--- src/htc_defs.svh ---
// Purpose: Offsets, field positions, reset values and scaling constants of the compensation stage
// Assumes: 32-bit register port, byte addresses, one word per register
// Notes:   Definitions only
`ifndef HTC_DEFS_SVH
`define HTC_DEFS_SVH

`define HTC_ADDR_LIN_HOT     8'h00
`define HTC_ADDR_LIN_COLD    8'h04
`define HTC_ADDR_QUAD_HOT    8'h08
`define HTC_ADDR_QUAD_COLD   8'h0c
`define HTC_ADDR_OFFSET_COEF 8'h10
`define HTC_ADDR_UPPER       8'h14
`define HTC_ADDR_LOWER       8'h18
`define HTC_ADDR_CONTROL     8'h1c
`define HTC_ADDR_DIAG_LEVEL  8'h20
`define HTC_ADDR_LAST_OUT    8'h24
`define HTC_ADDR_STATUS      8'h28

`define HTC_CTRL_DIAG_BIT    0
`define HTC_STAT_HIGH_BIT    0
`define HTC_STAT_LOW_BIT     1
`define HTC_STAT_HOT_BIT     2

`define HTC_RST_LIN          8'h40
`define HTC_RST_QUAD         9'h000
`define HTC_RST_OFFSET       8'h00
`define HTC_RST_UPPER        11'h7ff
`define HTC_RST_LOWER        11'h000
`define HTC_RST_DIAG_LEVEL   16'h0000

`define HTC_REF_TEMP_C       10'sh019
`define HTC_LIN_BIAS         9'sh040
`define HTC_LIN_SHIFT        8
`define HTC_GAIN_SHIFT       24
`define HTC_CLP_STEP_Q8      32'h00000fa9
`define HTC_CLP_FRAC_SHIFT   8
`define HTC_CLP_HIGH_BASE    16'h828f
`define HTC_CLP_CODE_MAX     11'h7ff
`define HTC_FULL_SCALE       16'hffff

`endif

--- src/htc_pkg.sv ---
// Purpose: Types shared by the compensation stage, its port checks and its bench
// Assumes: 16-bit output code where 16'hffff is full-scale output
// Notes:   Numbers live in htc_defs.svh
package htc_pkg;

  typedef struct packed {
    logic [7:0] lin;
    logic [8:0] quad;
  } htc_coef_set_type;

  typedef struct packed {
    logic        diag;
    logic [15:0] value;
  } htc_result_type;

endpackage

--- src/htc_comp_clamp.sv ---
// Purpose: Temperature compensation and output clamping of converter samples
// Assumes: Ambient temperature arrives as signed whole degrees on the same clock
// Notes:   One sample per accepted handshake; result leaves through a two-entry buffer
//
// The placing of the registers and strobed register access were left to the implementer.
`timescale 1ns/1ns
`include "htc_defs.svh"

// How it works
// Upper limit spans 51 to 100 percent of full scale.
// Lower limit spans 0 to 49 percent of full scale.
// One limit code step moves the limit about 0.0239 percent.
// Offset drift coefficient adds a first-order term cancelling offset drift.
// Sensitivity correction has a hot segment above and cold below 25 C.
// Each segment owns independent linear and quadratic coefficients.
// Segment coefficients are picked from the present ambient temperature.
// Output is sample plus sample times gain polynomial plus offset term.
// Temperature delta is ambient minus 25 C, signed.
// Samples enter from the converter through a valid/ready port.
// Offset coefficient in gauss scales to output by the initial gain.
// Linear coefficients are eight bits each.
// Quadratic coefficients are nine bits each.
// After reset lower limit is 0 and upper limit 100 percent.
// Diagnostic levels bypass the clamps.
// Results saturate between lower and upper limits, else pass unchanged.
// At exactly 25 C the cold set is used.
module htc_comp_clamp
  import htc_pkg::*;
#(
  parameter int INITIAL_GAIN = 16'h0015,
  parameter int OFFSET_SHIFT = 8
) (
  input  wire logic              core_clk_in,
  input  wire logic              sys_rst_in,
  input  wire logic        [7:0] reg_addr_in,
  input  wire logic       [31:0] reg_wdata_in,
  input  wire logic              reg_write_in,
  input  wire logic              reg_read_in,
  output logic            [31:0] reg_rdata_out,
  input  wire logic signed [8:0] ambient_temp_in,
  input  wire logic              converter_valid_in,
  output logic                   converter_ready_out,
  input  wire logic       [15:0] converter_sample_in,
  output logic                   compensated_valid_out,
  input  wire logic              compensated_ready_in,
  output htc_result_type         compensated_sample_out
);

  if (INITIAL_GAIN < 1 || INITIAL_GAIN > 65535 || OFFSET_SHIFT < 0 || OFFSET_SHIFT > 30)
  begin : g_bad_param
    $error("INITIAL_GAIN or OFFSET_SHIFT out of range");
  end

  // Worst-case gain times a full-scale sample fits well inside 48 bits
  localparam logic signed [47:0] GAIN_S = 48'(INITIAL_GAIN);


  htc_coef_set_type  coef_hot;
  htc_coef_set_type  coef_cold;
  logic        [7:0] offset_drift_coef;
  logic       [10:0] upper_code;
  logic       [10:0] lower_code;
  logic              diag_mode;
  logic       [15:0] diag_level;
  logic       [15:0] last_out;
  logic        [2:0] status;
  htc_coef_set_type  next_coef_hot;
  htc_coef_set_type  next_coef_cold;
  logic        [7:0] next_offset_drift_coef;
  logic       [10:0] next_upper_code;
  logic       [10:0] next_lower_code;
  logic              next_diag_mode;
  logic       [15:0] next_diag_level;
  logic       [15:0] next_last_out;
  logic        [2:0] next_status;
  logic       [31:0] next_rdata;

  logic signed  [9:0] delta;
  logic               hot;
  htc_coef_set_type   coef;
  logic signed  [8:0] lin;
  logic signed [47:0] gain;
  logic signed [47:0] sample_s;
  logic signed [47:0] corr;
  logic signed [47:0] offset_term;
  logic signed [47:0] total;
  logic        [15:0] upper_limit;
  logic        [15:0] lower_limit;
  logic        [15:0] clamped;
  logic               hit_high;
  logic               hit_low;
  htc_result_type     result;
  logic               push;

  // Upper limit
  // Code step scale
  // Top code is full scale
  always_comb begin
    upper_limit = `HTC_CLP_HIGH_BASE
                  + 16'((32'(upper_code) * `HTC_CLP_STEP_Q8) >> `HTC_CLP_FRAC_SHIFT);
    if (upper_code == `HTC_CLP_CODE_MAX) begin
      upper_limit = `HTC_FULL_SCALE;
    end
    // Lower limit
    lower_limit = 16'((32'(lower_code) * `HTC_CLP_STEP_Q8) >> `HTC_CLP_FRAC_SHIFT);
  end

  always_comb begin
    // Delta from 25 C
    delta = 10'($signed({ambient_temp_in[8], ambient_temp_in}) - `HTC_REF_TEMP_C);
    // Zero delta uses cold set
    hot = (delta > 10'sd0);
    // Segment choice
    // Pick by temperature
    coef = hot ? coef_hot : coef_cold;
    // Linear code is biased
    lin = $signed({1'b0, coef.lin}) - `HTC_LIN_BIAS;
    // Gain polynomial
    gain = ((48'(lin) * 48'(delta)) <<< `HTC_LIN_SHIFT)
           + 48'($signed(coef.quad)) * 48'(delta) * 48'(delta);
    // Converter sample
    sample_s = 48'($signed({1'b0, converter_sample_in}));

    // Arithmetic shift keeps a negative correction negative
    corr = (gain * sample_s) >>> `HTC_GAIN_SHIFT;
    // Offset drift term
    // Gauss to output units
    offset_term = (48'($signed(offset_drift_coef)) * 48'(delta) * GAIN_S) >>> OFFSET_SHIFT;

    // Sum stays wide so an overshoot is clamped, never wrapped
    total = sample_s + corr + offset_term;

    // Saturate to limits
    hit_high = (total > 48'($signed({1'b0, upper_limit})));
    hit_low  = (total < 48'($signed({1'b0, lower_limit})));
    clamped  = total[15:0];
    if (hit_high) begin
      clamped = upper_limit;
    end else if (hit_low) begin
      clamped = lower_limit;
    end

    // Diagnostic bypass
    result.diag  = diag_mode;
    result.value = diag_mode ? diag_level : clamped;
  end

  // Ready is the buffer's registered ready, so a stalled receiver loses nothing
  assign push = converter_valid_in && converter_ready_out;
  // Status and last output follow the accept, not the receiver's take

  htc_pair_buffer #(
    .WIDTH($bits(htc_result_type))
  ) u_out_buffer (
    .core_clk_in   (core_clk_in),
    .sys_rst_in    (sys_rst_in),
    .in_valid_in   (converter_valid_in),
    .in_ready_out  (converter_ready_out),
    .in_data_in    (result),
    .out_valid_out (compensated_valid_out),
    .out_ready_in  (compensated_ready_in),
    .out_data_out  (compensated_sample_out)
  );

  always_comb begin
    next_coef_hot          = coef_hot;
    next_coef_cold         = coef_cold;
    next_offset_drift_coef = offset_drift_coef;
    next_upper_code        = upper_code;
    next_lower_code        = lower_code;
    next_diag_mode         = diag_mode;
    next_diag_level        = diag_level;
    next_last_out          = last_out;
    next_status            = status;
    next_rdata             = 32'h00000000;

    // Status is live per sample, so no set and clear race exists
    if (push) begin
      next_last_out = result.value;
      next_status[`HTC_STAT_HIGH_BIT] = hit_high && !diag_mode;
      next_status[`HTC_STAT_LOW_BIT]  = hit_low && !diag_mode;
      next_status[`HTC_STAT_HOT_BIT]  = hot;
    end
    // Independent coefficient writes
    // Nine-bit quadratic fields
    if (reg_write_in) begin
      case (reg_addr_in)
        `HTC_ADDR_LIN_HOT:     next_coef_hot.lin      = reg_wdata_in[7:0];
        `HTC_ADDR_LIN_COLD:    next_coef_cold.lin     = reg_wdata_in[7:0];
        `HTC_ADDR_QUAD_HOT:    next_coef_hot.quad     = reg_wdata_in[8:0];
        `HTC_ADDR_QUAD_COLD:   next_coef_cold.quad    = reg_wdata_in[8:0];
        `HTC_ADDR_OFFSET_COEF: next_offset_drift_coef = reg_wdata_in[7:0];
        `HTC_ADDR_UPPER:       next_upper_code        = reg_wdata_in[10:0];
        `HTC_ADDR_LOWER:       next_lower_code        = reg_wdata_in[10:0];
        `HTC_ADDR_CONTROL:     next_diag_mode         = reg_wdata_in[`HTC_CTRL_DIAG_BIT];
        `HTC_ADDR_DIAG_LEVEL:  next_diag_level        = reg_wdata_in[15:0];
        default:               next_diag_level        = diag_level;
      endcase
    end

    // Unmapped addresses read as zero
    if (reg_read_in) begin
      case (reg_addr_in)
        `HTC_ADDR_LIN_HOT:     next_rdata = {24'h000000, coef_hot.lin};
        `HTC_ADDR_LIN_COLD:    next_rdata = {24'h000000, coef_cold.lin};
        `HTC_ADDR_QUAD_HOT:    next_rdata = {23'h000000, coef_hot.quad};
        `HTC_ADDR_QUAD_COLD:   next_rdata = {23'h000000, coef_cold.quad};
        `HTC_ADDR_OFFSET_COEF: next_rdata = {24'h000000, offset_drift_coef};
        `HTC_ADDR_UPPER:       next_rdata = {21'h000000, upper_code};
        `HTC_ADDR_LOWER:       next_rdata = {21'h000000, lower_code};
        `HTC_ADDR_CONTROL:     next_rdata = {31'h00000000, diag_mode};
        `HTC_ADDR_DIAG_LEVEL:  next_rdata = {16'h0000, diag_level};
        `HTC_ADDR_LAST_OUT:    next_rdata = {16'h0000, last_out};
        `HTC_ADDR_STATUS:      next_rdata = {29'h00000000, status};
        default:               next_rdata = 32'h00000000;
      endcase
    end
  end

  // Reset clamp codes
  always_ff @(posedge core_clk_in or posedge sys_rst_in) begin
    if (sys_rst_in) begin
      coef_hot          <= '{lin: `HTC_RST_LIN, quad: `HTC_RST_QUAD};
      coef_cold         <= '{lin: `HTC_RST_LIN, quad: `HTC_RST_QUAD};
      offset_drift_coef <= `HTC_RST_OFFSET;
      upper_code        <= `HTC_RST_UPPER;
      lower_code        <= `HTC_RST_LOWER;
      diag_mode         <= 1'b0;
      diag_level        <= `HTC_RST_DIAG_LEVEL;
      last_out          <= 16'h0000;
      status            <= 3'h0;
      reg_rdata_out     <= 32'h00000000;
    end else begin
      coef_hot          <= next_coef_hot;
      coef_cold         <= next_coef_cold;
      offset_drift_coef <= next_offset_drift_coef;
      upper_code        <= next_upper_code;
      lower_code        <= next_lower_code;
      diag_mode         <= next_diag_mode;
      diag_level        <= next_diag_level;
      last_out          <= next_last_out;
      status            <= next_status;
      reg_rdata_out     <= next_rdata;
    end
  end

endmodule

--- src/htc_pair_buffer.sv ---
// Purpose: Two-entry buffer with valid and ready on both sides
// Assumes: One clock, asynchronous active-high reset
// Notes:   Head entry and both handshake outputs come straight from flops
`timescale 1ns/1ns
module htc_pair_buffer #(
  parameter int WIDTH = 17
) (
  input  wire logic             core_clk_in,
  input  wire logic             sys_rst_in,
  input  wire logic             in_valid_in,
  output logic                  in_ready_out,
  input  wire logic [WIDTH-1:0] in_data_in,
  output logic                  out_valid_out,
  input  wire logic             out_ready_in,
  output logic      [WIDTH-1:0] out_data_out
);

  if (WIDTH < 1) begin : g_bad_width
    $error("WIDTH must be at least one");
  end

  logic [1:0]       count;
  logic [1:0]       next_count;
  logic [WIDTH-1:0] slot1;
  logic [WIDTH-1:0] next_slot0;
  logic [WIDTH-1:0] next_slot1;
  logic             push;
  logic             pop;

  always_comb begin
    push       = in_valid_in && in_ready_out;
    pop        = out_valid_out && out_ready_in;
    next_count = count;
    next_slot0 = out_data_out;
    next_slot1 = slot1;
    if (push && pop) begin
      if (count == 2'd1) begin
        next_slot0 = in_data_in;
      end else begin
        next_slot0 = slot1;
        next_slot1 = in_data_in;
      end
    end else if (pop) begin
      next_slot0 = slot1;
      next_count = count - 2'd1;
    end else if (push) begin
      if (count == 2'd0) begin
        next_slot0 = in_data_in;
      end else begin
        next_slot1 = in_data_in;
      end
      next_count = count + 2'd1;
    end
  end

  always_ff @(posedge core_clk_in or posedge sys_rst_in) begin
    if (sys_rst_in) begin
      count         <= 2'd0;
      out_data_out  <= '0;
      slot1         <= '0;
      out_valid_out <= 1'b0;
      in_ready_out  <= 1'b0;
    end else begin
      count         <= next_count;
      out_data_out  <= next_slot0;
      slot1         <= next_slot1;
      out_valid_out <= (next_count != 2'd0);
      in_ready_out  <= (next_count != 2'd2);
    end
  end

endmodule

--- config.mk ---
export PLATFORM = sky130hd
export DESIGN_NAME = htc_comp_clamp
export DESIGN_NICKNAME = d
export VERILOG_FILES = /design/src/htc_pkg.sv /design/src/htc_comp_clamp.sv /design/src/htc_pair_buffer.sv
export VERILOG_INCLUDE_DIRS = /design/src
export SDC_FILE = /design/constraint.sdc
export NUM_CORES = 2
export LEC_CHECK = 0
export BUFFER_PORTS_ARGS = -buffer_cell sky130_fd_sc_hd__buf_2
export CORE_UTILIZATION = 40
export CTS_CLUSTER_SIZE = 16
export DETAILED_ROUTE_END_ITERATION = 8
export PLACE_DENSITY = 0.57
export SYNTH_ARGS = -nofsm -noshare
export SYNTH_HDL_FRONTEND = slang
export SYNTH_HIERARCHICAL = 1
export SYNTH_SLANG_ARGS = --single-unit
--- constraint.sdc ---
create_clock -name core_clk_in -period 20.9 [get_ports core_clk_in]
set_input_delay 4.18 -clock core_clk_in [delete_from_list [all_inputs] [get_ports core_clk_in]]
set_output_delay 4.18 -clock core_clk_in [all_outputs]
set_load 0.02 [all_outputs]
==> metrics.cfg <==
[drt]
wl_per_cell_um=17.50
finalWirelength_mm=135.1
drt_first_iter_violations=2084
post-route-drc-count=2
ant_nets=0
vias_per_cell=5.049
firstDrtPassIters=8
num_vias=38987

[placement]
dp_worst_setup_slack_ns=-4.457
dp_hpwl_mm=111.5
io_buffers=89
place_congestion=0.8725

[synth]
ys_types=91
synth.avg_cell_area_sq_um=9.101
synth-edff-count=0
netlist_instances=5506
synth_xor_area_share_pct=3.898
synth_top_area_cell=fa_1
synth_compound_area_share_pct=7.875
synth_warnings=6
synthMuxAreaShare_pct=3.406
yosysSeqAreaShare_pct=7.723
yosysMostFrequentCell=inv_1
synthTopCellsByCount=inv_1 (1,288), fa_1 (971), nand2_1 (570)
synth_top_area_share_pct=38.79
synthTopCellsByArea=fa_1 (39%), ha_1 (14%), inv_1 (9.6%), dfrtp_1 (7.0%), nand2_1 (4.3%)
synth-async-reset-ratio_pct=100.0
synth_top_family_by_area=adder cells
ys.flop_type=dfrtp_1
synthAdderAreaFrac_pct=52.45
ys_ff_latch=154
yosys.area_share.simple_pct=13.24
synth_area_sq_mm=0.05011

[sta]
grt_setup_unrepaired=true
tightestPinTransition_ns=1.191
fin_crit_ns=24.24
setup_viol=50
final_max_slew_viol_count=0
layout_setup_ws_ns=-3.335
fin_crit_sh_pct=116.0
max_freq_mhz=41.26
fin_tns_setup_ns=-152.18
hold_viol=0
max_slew_margin_pct=20.32
fin_skew_ns=0.01212
hold_ws_ns=0.4944

[clock_tree]
cts_buffers=17
clk_path_buf_depth=2
insertion_delay_ns=0.43
cts.clk_slew.worst_paths_ns=0.06
cts_hold_buf=0
tritoncts=yes
root_buffer=clkbuf_16
htree_levels=4
cts.sinks=154

[worst_setup_path]
r2r_end=u_out_buffer/out_data_out[4]
critPathMaxFanout=10
worstSetupEndpointType=flop
slowest_delay_ns=0.54
r2r-start=coef_cold[1]
critPathKind=input port to flop
reg2reg_slack_ns=1.46
start_kind=input port
reg2regPathDepth=88
slowest_stage=fa_1
crit_path_frequent_cell=fa_1
crit_arrival_ns=24.52
crit_required_ns=21.19

[hold_path]
min_path_cells=2
hold_path_class=flop to flop
whs_endpoint=last_out[10]
holdCritStartpoint=last_out[10]

[job]
drv_cap=0

[floorplan]
die_w_um=355.9
dieArea_sq_mm=0.1267
start_util_pct=40.42
die_y_um=355.9
num_rows=129
pin_count=122
core_area_sq_mm=0.1240

[final_layout]
diodes=0
fin_util_pct=48.09
drive_above_1_share_pct=20.31
nNetsFinal=7661
area_growth_pct=18.97

[global_route]
grt_pass1_vias=41209
grt_usage_pct=21.89
gr-total-overflow=0
grt_max_degree=73
grt_pass1_wl_mm=219.8
antenna_found_initial=5

[status]
violations=DRC, setup timing
outcome=finished, violations left

==> state kept, by name, summed over array words and instances (netlist names) <==
| register | count |
|---|---|
| coef_cold | 17 |
| coef_hot | 17 |
| u_out_buffer/out_data_out | 17 |
| u_out_buffer/slot1 | 17 |
| diag_level | 16 |
| last_out | 16 |
| reg_rdata_out | 16 |
| lower_code | 11 |
| upper_code | 11 |
| offset_drift_coef | 8 |
| status | 3 |
| u_out_buffer/count | 2 |
| diag_mode | 1 |
| u_out_buffer/in_ready_out | 1 |
| u_out_buffer/out_valid_out | 1 |
==> worst max-delay path by stage <==
stage,slack (ns),cells after the start,startpoint,endpoint
floorplan,-3.06,96,ambient_temp_in[0],u_out_buffer/out_data_out[3]
CTS,-3.15,92,ambient_temp_in[2],u_out_buffer/out_data_out[3]
finish,-3.34,95,ambient_temp_in[1],u_out_buffer/out_data_out[4]
global route,-4.01,88,ambient_temp_in[1],u_out_buffer/out_data_out[14]
detailed placement,-4.46,89,ambient_temp_in[0],u_out_buffer/out_data_out[5]
global placement,-4.29,86,ambient_temp_in[0],u_out_buffer/out_data_out[5]
==> placed cells by master, fill, tap and decap left out, types with 30 or more instances in the layout <==
master	Yosys	final
inv_1	1288	1264
fa_1	971	962
buf_4	19	591
nand2_1	570	544
ha_1	547	499
and2_1	273	265
nor2_1	281	262
dfrtp_1	141	141
xnor2_1	155	135
a21oi_1	132	106
mux2_2	116	96
buf_2	7	87
a21o_1	60	60
xor2_1	68	59
nand2b_1	57	54
nor2b_1	51	51
o21ai_0	80	46
ha_4	0	44
buf_6	3	43
a31oi_1	48	41
a22oi_1	39	37
mux2_4	10	30
==> cell type report <==
class                      count  area, sq um
timing repair buffer         734         5619
clock inverter                12        141.4
tap                         1637         2048
multi-input combinational   3877        42650
inverter                    1288         4840
clock buffer                  20        446.7
sequential                   154         3870
fill                       11919        64350
==> per-layer routing <==
metal | vias up | global-route usage [%] | routed length (um)
met2 | 765 | 39.14 | 69390
met1 | 20065 | 28.09 | 56200
met5 | - | 0 | 14
met3 | 156 | 2.592 | 6240
li1 | 17999 | - | -
met4 | 2 | 4.961 | 3304
==> critical path, delay by kind of cell <==
kind	cells	cell delay (ns)
adders and majority gates	22	9.40
muxes	2	0.57
and+or+nand+nor	16	2.39
AOI/OAI and AO/OA	24	4.71
buffers and inverters	28	2.69
xor gates and xnor gates	3	0.54
==> kinds of logic (layout without fill, tap and decap cells) <==
family          count (synthesis)  count (layout)
simple gates                 1397            1397
xor+xnor                      223             223
other cells                     1              16
fa+ha+maj                    1518            1518
compound gates                572             572
flops                         154             154
mux                           151             151
buf+inv                      1490            2054
==> per-stage QoR <==
| step | instance area, sq um | std cells |
|---|---|---|
| floorplan | 51080 | 5521 |
| global placement | 56970 | 7611 |
| detailed placement | 56970 | 7611 |
| CTS | 59080 | 7706 |
| global route | 59610 | 7722 |
| finish | 59610 | 7722 |
==> what timing repair did <==
action | 4_1_cts | 5_1_grt
pin swaps | 157 | 71
setup endpoints to repair | 50 | 50
gates resized for setup | 211 | 95
gates cloned | 2 | 1
buffers inserted | 62 | 20
Power is left out: the tool's default activity adds up to more than one toggle a clock period on the data nets, which glitch-free logic cannot reach.
